### src/adcl_sync2.sv
// shared constants for the converter sequencing block, and a two-stage pin synchroniser
// assumes a single core clock at 10 MHz and a synchronous active-high reset
`timescale 1ns/100ps
package adcl_pkg;
   // ==========================================================
   // clock
   localparam int CLK_PERIOD_NS = 100;
   localparam int CNT_W = 14;
   function automatic int cyc_floor(input int ns);
      int c;
      c = ns / CLK_PERIOD_NS;
      return (c < 1) ? 1 : c;
   endfunction : cyc_floor
   function automatic int cyc_ceil(input int ns);
      int c;
      c = (ns + CLK_PERIOD_NS - 1) / CLK_PERIOD_NS;
      return (c < 1) ? 1 : c;
   endfunction : cyc_ceil
   // ==========================================================
   // host-side figures, kept for reference by checkers
   localparam int T_CYCLE_MIN_NS = 500;
   localparam int T_CONVERSION_START_IN_HI_MIN_NS = 30;
   localparam int T_CONVERSION_START_IN_LO_MIN_NS = 30;
   localparam int T_RST_LO_MIN_NS = 100;
   // ==========================================================
   // device timing
   localparam int T_CONV_MAX_NS = 340;
   localparam int T_RST_REL_US = 1250;
   localparam int T_NAP_WKUP_NS = 300;
   localparam int T_PWRUP_US = 250;
   localparam int T_CSRDY_F_NS = 5;
   localparam int T_CSRDY_R_NOP_NS = 10;
   localparam int T_CSRDY_R_RW_NS = 70;
   localparam int T_CSSTR_MIN_NS = 12;
   localparam int T_CSSTR_MAX_NS = 40;
   localparam logic [CNT_W-1:0] CONV_CYC = CNT_W'(cyc_floor(T_CONV_MAX_NS));
   localparam int RST_REL_CYC_DEF = cyc_floor(T_RST_REL_US * 1000);
   localparam logic [CNT_W-1:0] NAP_CYC = CNT_W'(cyc_floor(T_NAP_WKUP_NS));
   localparam logic [CNT_W-1:0] PWRUP_CYC = CNT_W'(cyc_floor(T_PWRUP_US * 1000));
   localparam logic [2:0] CSR_NOP_CYC = 3'(cyc_floor(T_CSRDY_R_NOP_NS));
   localparam logic [2:0] CSR_RW_CYC = 3'(cyc_floor(T_CSRDY_R_RW_NS));
   localparam logic [2:0] STR_DLY_CYC = 3'(cyc_ceil(T_CSSTR_MIN_NS));
   // strobe half periods in core cycles for the three divider options
   localparam logic [2:0] HALF_DIV1 = 3'h1;
   localparam logic [2:0] HALF_DIV2 = 3'h2;
   localparam logic [2:0] HALF_DIV4 = 3'h4;
   // pin synchroniser reset image {sclk, cs_n, rst_n, conv}
   localparam logic [3:0] PIN_INIT = 4'h6;
   // ==========================================================
   // types
   typedef enum logic [1:0] {PROTO_SPI, PROTO_SRC_EXT, PROTO_SRC_INT} adcl_proto_t;
   typedef enum logic [1:0] {DIV_1, DIV_2, DIV_4} adcl_div_t;
   typedef enum logic [2:0] {ST_RST, ST_ACQ, ST_CNV, ST_NAP, ST_NAP_WAKE, ST_PD, ST_PD_WAKE}
      adcl_state_t;
endpackage : adcl_pkg

module adcl_sync2 #(
   parameter int W = 1,
   parameter logic [W-1:0] INIT = '0
) (
   // clock and reset
   input wire logic core_clk,
   input wire logic srst,
   // data
   input wire logic [W-1:0] d,
   output logic [W-1:0] q
);
   logic [W-1:0] meta_r;
   always_ff @(posedge core_clk)
   begin
      if (srst)
      begin
         meta_r <= INIT;
         q <= INIT;
      end
      else
      begin
         meta_r <= d;
         q <= meta_r;
      end
   end
endmodule : adcl_sync2

### src/adcl_conv_link.sv
// conversion sequencing, reset/sleep recovery and ready/strobe generation
// assumes host pins arrive asynchronously; mode and divider come from same-clock config logic
`timescale 1ns/100ps
module adcl_conv_link
   import adcl_pkg::*;
#(
   parameter int RST_REL_CYC = adcl_pkg::RST_REL_CYC_DEF
) (
   // clock and reset
   input wire logic core_clk,
   input wire logic srst,
   // host pins
   input wire logic conversion_start_in,
   input wire logic rst_pin_n,
   input wire logic cs_n,
   input wire logic sclk,
   // configuration
   input wire adcl_pkg::adcl_proto_t proto_sel,
   input wire adcl_pkg::adcl_div_t osc_div_sel,
   input wire logic light_sleep_req,
   input wire logic deep_powerdown_mode,
   input wire logic last_op_nop,
   // status
   output logic ready_strobe_out,
   output logic convert_phase,
   output logic converter_busy_flag,
   output logic in_reset
);
   import adcl_pkg::*;

   // ==========================================================
   // pin synchronisation and edges
   logic [3:0] pins_s;
   logic conv_s, rst_n_s, cs_n_s, sclk_s;
   logic conv_prev_r, cs_prev_r, sclk_prev_r;

   adcl_sync2 #(.W(4), .INIT(PIN_INIT)) u_pins (
      .core_clk(core_clk),
      .srst(srst),
      .d({sclk, cs_n, rst_pin_n, conversion_start_in}),
      .q(pins_s)
   );

   assign conv_s = pins_s[0];
   assign rst_n_s = pins_s[1];
   assign cs_n_s = pins_s[2];
   assign sclk_s = pins_s[3];

   always_ff @(posedge core_clk)
   begin
      if (srst)
      begin
         conv_prev_r <= 1'b0;
         cs_prev_r <= 1'b1;
         sclk_prev_r <= 1'b0;
      end
      else
      begin
         conv_prev_r <= conv_s;
         cs_prev_r <= cs_n_s;
         sclk_prev_r <= sclk_s;
      end
   end

   wire conv_rise = conv_s & ~conv_prev_r;
   wire cs_fall = cs_prev_r & ~cs_n_s;
   wire cs_rise = ~cs_prev_r & cs_n_s;
   // launch edge taken as the rising edge of the synchronised serial clock
   wire sclk_launch = sclk_s & ~sclk_prev_r;

   // ==========================================================
   // converter state machine
   localparam logic [CNT_W-1:0] RST_CYC = CNT_W'(RST_REL_CYC);
   adcl_state_t st_r, st_nxt;
   logic [CNT_W-1:0] cnt_r, cnt_nxt;
   wire cnt_done = (cnt_r == '0);
   wire [CNT_W-1:0] cnt_dec = cnt_r - CNT_W'(1);

   always_comb
   begin
      st_nxt = st_r;
      cnt_nxt = cnt_done ? cnt_r : cnt_dec;
      if (!rst_n_s)
      begin
         // pin reset wins over every state; the count restarts on release
         st_nxt = ST_RST;
         cnt_nxt = RST_CYC - CNT_W'(1);
      end
      else
      begin
         case (st_r)
            ST_RST:
               if (cnt_done)
                  st_nxt = ST_ACQ;
            ST_ACQ:
               if (deep_powerdown_mode)
                  st_nxt = ST_PD;
               else if (light_sleep_req)
                  st_nxt = ST_NAP;
               else if (conv_rise)
               begin
                  st_nxt = ST_CNV;
                  cnt_nxt = CONV_CYC - CNT_W'(1);
               end
            ST_CNV:
               if (cnt_done)
                  st_nxt = ST_ACQ;
            ST_NAP:
               if (!light_sleep_req)
               begin
                  st_nxt = ST_NAP_WAKE;
                  cnt_nxt = NAP_CYC - CNT_W'(1);
               end
            ST_NAP_WAKE:
               if (cnt_done)
                  st_nxt = ST_ACQ;
            ST_PD:
               if (!deep_powerdown_mode)
               begin
                  st_nxt = ST_PD_WAKE;
                  cnt_nxt = PWRUP_CYC - CNT_W'(1);
               end
            ST_PD_WAKE:
               if (cnt_done)
                  st_nxt = ST_ACQ;
            default:
            begin
               st_nxt = ST_RST;
               cnt_nxt = RST_CYC - CNT_W'(1);
            end
         endcase
      end
   end

   always_ff @(posedge core_clk)
   begin
      if (srst)
      begin
         st_r <= ST_RST;
         cnt_r <= RST_CYC - CNT_W'(1);
      end
      else
      begin
         st_r <= st_nxt;
         cnt_r <= cnt_nxt;
      end
   end

   // ==========================================================
   // ready / strobe generation
   logic [2:0] csr_cnt_r, csr_cnt_nxt;
   logic [2:0] dly_cnt_r, dly_cnt_nxt;
   logic [2:0] half_cnt_r, half_cnt_nxt;
   logic stb_r, stb_nxt;
   logic run_r, run_nxt;
   logic rvs_nxt;
   logic [2:0] half_sel;

   assign half_sel = (osc_div_sel == DIV_4) ? HALF_DIV4 :
                     (osc_div_sel == DIV_2) ? HALF_DIV2 : HALF_DIV1;
   wire acq_ready = (st_nxt == ST_ACQ);

   always_comb
   begin
      csr_cnt_nxt = (csr_cnt_r == 3'h0) ? csr_cnt_r : csr_cnt_r - 3'h1;
      dly_cnt_nxt = (dly_cnt_r == 3'h0) ? dly_cnt_r : dly_cnt_r - 3'h1;
      half_cnt_nxt = half_cnt_r;
      stb_nxt = stb_r;
      run_nxt = run_r;
      if (cs_rise)
         csr_cnt_nxt = (last_op_nop ? CSR_NOP_CYC : CSR_RW_CYC) - 3'h1;
      if (cs_fall)
      begin
         stb_nxt = 1'b0;
         run_nxt = 1'b0;
         dly_cnt_nxt = STR_DLY_CYC - 3'h1;
      end
      else if (!cs_n_s && proto_sel == PROTO_SRC_EXT)
      begin
         if (sclk_launch)
            stb_nxt = ~stb_r;
      end
      else if (!cs_n_s && proto_sel == PROTO_SRC_INT)
      begin
         if (!run_r && dly_cnt_r == 3'h0)
         begin
            run_nxt = 1'b1;
            stb_nxt = 1'b1;
            half_cnt_nxt = half_sel - 3'h1;
         end
         else if (run_r && half_cnt_r == 3'h0)
         begin
            // equal reload for both phases keeps the duty cycle at one half
            stb_nxt = ~stb_r;
            half_cnt_nxt = half_sel - 3'h1;
         end
         else if (run_r)
            half_cnt_nxt = half_cnt_r - 3'h1;
      end
      if (st_nxt == ST_RST)
         rvs_nxt = 1'b0;
      else if (cs_n_s)
         rvs_nxt = (csr_cnt_nxt == 3'h0) ? acq_ready : 1'b0;
      else if (proto_sel == PROTO_SPI)
         rvs_nxt = 1'b0;
      else
         rvs_nxt = stb_nxt;
   end

   always_ff @(posedge core_clk)
   begin
      if (srst)
      begin
         csr_cnt_r <= 3'h0;
         dly_cnt_r <= 3'h0;
         half_cnt_r <= 3'h0;
         stb_r <= 1'b0;
         run_r <= 1'b0;
      end
      else
      begin
         csr_cnt_r <= csr_cnt_nxt;
         dly_cnt_r <= dly_cnt_nxt;
         half_cnt_r <= half_cnt_nxt;
         stb_r <= stb_nxt;
         run_r <= run_nxt;
      end
   end

   // ==========================================================
   // registered outputs
   always_ff @(posedge core_clk)
   begin
      if (srst)
      begin
         ready_strobe_out <= 1'b0;
         convert_phase <= 1'b0;
         converter_busy_flag <= 1'b1;
         in_reset <= 1'b1;
      end
      else
      begin
         ready_strobe_out <= rvs_nxt;
         convert_phase <= (st_nxt == ST_CNV);
         converter_busy_flag <= ~acq_ready;
         in_reset <= (st_nxt == ST_RST);
      end
   end
endmodule : adcl_conv_link

### config.mk
export PLATFORM = sky130hd
export DESIGN_NAME = adcl_conv_link
export DESIGN_NICKNAME = d
export VERILOG_FILES = /design/src/adcl_sync2.sv /design/src/adcl_conv_link.sv
export SDC_FILE = /design/constraint.sdc
export NUM_CORES = 1
export LEC_CHECK = 0
export ABC_CLOCK_PERIOD_IN_PS = 1700
export BUFFER_PORTS_ARGS = -buffer_cell sky130_fd_sc_hd__buf_2
export CAP_MARGIN = 20
export CORE_MARGIN = 5
export CORE_UTILIZATION = 29
export CTS_CLUSTER_SIZE = 25
export DETAILED_ROUTE_END_ITERATION = 8
export PLACE_DENSITY_LB_ADDON = 0.12
export SLEW_MARGIN = 20
export SYNTH_ARGS = -nofsm -noshare
export SYNTH_HDL_FRONTEND = slang
export SYNTH_SLANG_ARGS = --single-unit
### constraint.sdc
create_clock -name core_clk -period 1.7 [get_ports core_clk]
set_input_delay 0.085 -clock core_clk [delete_from_list [all_inputs] [get_ports core_clk]]
set_output_delay 0.085 -clock core_clk [all_outputs]
set_load 0.01 [all_outputs]
======== After elaboration in Yosys (flattened, before gate mapping) ========
Index checks and enable logic that the tools add are counted.
operators by class
  $add $sub $neg .......................... 5
  equality and inequality tests ........... 12
  muxes and demuxes ....................... 31
  bitwise logic cells ..................... 13
  reductions and logical operators ........ 21
operators with widths
  operator                                             count
  two-way mux 14 bit                                   6
  case mux 14 bit (4 select lines)                     1
  two-way mux 3 bit                                    13
  logical NOT 3 bit                                    6
  logical NOT 14 bit                                   1
  subtractor 14 x 1 -> 14 bit, second input constant   1
  case mux 3 bit (4 select lines)                      1
  subtractor 3 x 1 -> 3 bit, second input constant     4
  equality test 3 x 2 -> 1 bit, second input constant  3
  equality test 3 bit, second input constant           3
  two-way mux 1 bit                                    9
  NOT 1 bit                                            9
  equality test 3 x 1 -> 1 bit, second input constant  2
  OR reduction 2 bit                                   3
  bitwise AND 1 bit                                    4
  equality test 2 x 1 -> 1 bit, second input constant  2
  equality test 2 bit, second input constant           2
  logical AND 1 bit                                    4
  AND reduction 4 bit                                  1
  OR reduction 4 bit                                   1
  AND reduction 3 bit                                  1
  nonzero test 3 bit                                   1
  logical NOT 1 bit                                    2
  logical NOT 2 bit                                    1
  two-way mux 2 bit                                    1
word-level totals
  flip-flop bits (word level) ............. 43
  output and inout port bits .............. 4
  word-level logic and storage cells ...... 98

======== Logic depth before layout (Yosys ltp) ========
  word-level depth ........................ 10
  mapped depth ............................ 8
  depth with buffers taken out ............ 7

======== By module ========
Synthesis repeated with hierarchy kept, for this count alone.
second synthesis, totals
  cell total of the unflattened synthesis .. 238
  area total of the unflattened synthesis .. 2097.0 µm²
by module, submodules not included
  module          instances  cells each  area an instance (µm²)  sequential area each (µm²)
  adcl_conv_link  1          222         1886.8                  700.7
  adcl_sync2      1          16          210.2                   160.2

======== Worst setup path before layout ========
Ideal clock, no wire load.
  path kind ............................... register -> register
  start ................................... register dly_cnt_r[0]
  end ..................................... register ready_strobe_out
  arrival time ............................ 1.710 ns
  required time ........................... 1.630 ns
  setup slack ............................. -0.080 ns
  cell stages (with the launch flop) ...... 8
  buffers on the path ..................... 0
  cells stage by stage .................... dfxtp_1 -> inv_1 -> ha_1 -> or3b_4 -> a21oi_2 -> o311ai_1 -> or4b_1 -> a21oi_1
on the way
  longest elaborated chain between the ends .. 8
RTL lines
  item                    RTL line               text
  start, declared         adcl_conv_link.sv:152  logic [2:0] dly_cnt_r, dly_cnt_nxt;
  start signal, assigned  adcl_conv_link.sv:223  dly_cnt_r <= dly_cnt_nxt;
  logical NOT 3 bit       adcl_conv_link.sv:185  if (!run_r && dly_cnt_r == 3'h0)
  logical AND 1 bit       adcl_conv_link.sv:185
  two-way mux 1 bit       adcl_conv_link.sv:185
  two-way mux 1 bit       adcl_conv_link.sv:183  else if (!cs_n_s && proto_sel == PROTO_SRC_INT)
  two-way mux 1 bit       adcl_conv_link.sv:178  else if (!cs_n_s && proto_sel == PROTO_SRC_EXT)
  two-way mux 1 bit       adcl_conv_link.sv:172  if (cs_fall)
  two-way mux 1 bit       adcl_conv_link.sv:204  else if (proto_sel == PROTO_SPI)
  two-way mux 1 bit       adcl_conv_link.sv:202  else if (cs_n_s)
  end signal, assigned    adcl_conv_link.sv:243  ready_strobe_out <= rvs_nxt;
  end, declared           adcl_conv_link.sv:24   output logic ready_strobe_out,
No other way between the ends.
A chain may end at the register's enable or synchronous reset.

======== Worst setup path after layout ========
  start ................................... register dly_cnt_r[1]
  end ..................................... register ready_strobe_out
The elaborated chain is that of the path after synthesis.

==> results.toml <==
[timing]
fin_setup_tns_ns = -0.1183
worst_pin_slew_ns = 0.5378
setup_violations = 1
finalWorstSetupSlack_ns = -0.1183
timing.final.max_slew_violations = 0
fmax_mhz = 550.0
rsz0062_at_grt = "yes"
finalCritPeriodShare_pct = 107.0
slew_headroom_pct = 63.69
finClkSkew_ns = 0.006809
min_period_ns = 1.818
finalHoldViolCount = 0

[setup_path]
cpMaxStageDelayCell = "or4b_1"
startpoint_type = "flip-flop"
cp.required_ns = 1.92
critPathKind = "reg -> reg"
slowest_delay_ns = 0.48
arrival_ns = 2.04
crit_path_end_kind = "flip-flop"
cp_max_fo = 2
crit_chain = "inv_2 -> ha_2 -> or3b_4 -> a21oi_2 -> o311ai_1 -> or4b_1 -> a21oi_1"

[clocking]
clock_path_buffers = 2
cts_sinks = 43
clock-root-buffer = "clkbuf_8"
clkLatencyLatePin_ns = 0.29
clk_pin_slew_worst_paths_ns = 0.08
htree_levels = 2
cts_tree = "yes"
cts_buffers = 5

[floorplan]
pin_count = 17
die-area_um2 = 9186
initial_core_util_pct = 29.62
die_w_um = 95.85
coreArea_um2 = 7214
row_count = 31
die_h_um = 95.85

[finish]
instances_no_fill = 405
nFillCells = 774
utilization_pct = 39.18
final_common_cell = "buf_4"
fin_area_um2 = 2826
layout-drive-gt1-share_pct = 31.05
syn_to_final_growth_pct = 32.26
antenna_cells = 0
final_cell_mix = "buf_4 (42), dfxtp_1 (40), nor2_1 (21)"
nets = 327

[synthesis]
syn-cell-area_um2 = 2137
synth_top_family_by_area = "simple AND/OR/NAND/NOR gates"
ys_top_cells_by_area = "dfxtp_1 (40%), ha_1 (5.3%), nor2b_1 (4.1%)"
synth_compound_area_share_pct = 14.81
synth-main-ff-cell = "dfxtp_1"
synthArstFlopShare_pct = 0
ys_types = 52
synth_top_area_share_pct = 40.28
syn_avg_cell_area_um2 = 8.794
synth_edf_count = 0
synth_seq_cells = 43
synthMuxAreaShare_pct = 0.4684
yosys.area_share.xor_xnor_pct = 4.918
yosys.area.top_type = "dfxtp_1"
ys_seq_area_share_pct = 40.28
synthCells = 243
synthAdderAreaFrac_pct = 5.269
synth_warnings = 0
yosys.area_share.simple_pct = 29.74
syn_nets = 265

[detailed_routing]
drc = 0
via_count = 1880
met3WireLength_um = 152
wire_per_inst_um = 12.07
drt_first_pass_iters = 4
routed_via_density = 4.642
wl_met2_um = 2183
wl_met1_um = 2484
drt_iter0_drc = 38
routed.top_layer = "met4"
drt_wl_total_um = 4890
antenna_left = 0

[global_route]
antenna_found_initial = 0
grt_max_degree = 21
grt_pass1_vias = 1731
grt_pass1_wl_um = 8286
grt.overflow.total = 0
gr-usage-all-layers_pct = 11.62

[placed_design]
place_inst = 390
place_hpwl_um = 3641
place_congestion = 0.7395
port_buffers = 15
place_area_um2 = 2604

[power_and_ir_drop]
cellLeakagePower_nw = 1.122
power.total_mw = 2.716
pwr_density_cell_nw_per_um2 = 961.0
vdd_ir_drop_max_v = 0.0007242

[flow_run]
drv_cap = 0

[status]
status = "complete, but fails checks"
violations = "setup timing"

[hold_path]
hold_class = "in -> reg"
-- registers in the layout, indices dropped and copies added (netlist names), 3 cells and up --
signal	flops
dly_cnt_r	3
half_cnt_r	3
u_pins.q	4
cnt_r	14
u_pins.meta_r	4
csr_cnt_r	3
st_r	3
-- critical path: cells and delay by family, from the launching register on --
kind | cells | cell delay [ns]
AOI/OAI and AO/OA | 3 | 0.36
DFF | 1 | 0.31
and+or+nand+nor | 2 | 0.86
buffers and inverters | 1 | 0.05
adders and majority gates | 1 | 0.16
-- final cells by class --
class	count	area (um2)	area share, %
multi-input cells	178	1240	43.87
repair buffers	62	441.7	15.63
inverters	15	56.30	1.992
clock buffers	8	100.1	3.541
flip-flops and latches	43	864.6	30.59
well taps	99	123.9	4.382
-- power by group --
part	internal (mW)	switching (mW)	total (mW)
Sequential	1.09	0.0517	1.14
Combinational	0.449	0.401	0.850
Clock	0.371	0.353	0.724
Total	1.91	0.805	2.72
-- path summary, 6_finish.rpt --
check                              startpoint                           to  slack [ns]  cells past startpoint
setup / recovery    dly_cnt_r[1]$_SDFFE_PP0P_  ready_strobe_out$_SDFF_PP0_       -0.12                      7
hold / removal                           srst           st_r[2]$_SDFF_PP0_        0.20                      3
setup reg to reg    dly_cnt_r[1]$_SDFFE_PP0P_  ready_strobe_out$_SDFF_PP0_       -0.12                      7
hold reg to reg   u_pins.meta_r[1]$_SDFF_PP1_       u_pins.q[1]$_SDFF_PP1_        0.41                      1
-- what timing repair did --
action / in CTS / in global routing
resized for setup: 2 / 15
endpoints found under the setup margin: 5 / 17
hold buffers: 4 / 0
hold endpoints to repair: 4 / 0
pin swaps: 0 / 4
buffers inserted: 0 / 3
-- Yosys cell counts (2+ instances only) --
cell type   n
dfxtp_1    43
nor2_1     21
inv_1      15
nor2b_1    14
nor3_1     14
nand2_1    13
a21oi_1    12
ha_1        9
nand3_1     8
o21ai_0     8
nand4_1     6
xnor2_1     6
xor2_1      6
a211oi_1    5
nand2b_1    5
or2_2       5
nand3b_1    4
buf_4       3
nor3b_1     3
o211ai_1    3
a31oi_1     2
buf_2       2
clkbuf_1    2
nor4_1      2
nor4b_1     2
o211a_1     2
o22ai_1     2
or4_1       2
-- layer usage --
metal  GRT usage, %  vias to the layer above
li1               -                      985
met1          15.98                      874
met2          17.49                       16
met3          3.049                        5
met4          4.028                        0
met5              0                        -
-- kinds of logic (layout without fill, tap and decap cells) --
kind of cell / after synthesis / after routing
simple gates: 110 / 110
xor+xnor: 12 / 12
compound gates: 46 / 46
mux: 1 / 1
fa+ha+maj: 9 / 9
flops: 43 / 43
buf+inv: 22 / 85
-- per-stage QoR --
step | hold WS (ns) | setup WS (ns)
floorplan | 0.1888 | -0.05543
global placement | 0.2679 | -0.06609
detailed placement | 0.2722 | -0.1015
CTS | 0.1783 | -0.1302
global route | 0.2208 | -0.2111
finish | 0.2021 | -0.1183
(Power assumes the default switching activity.)
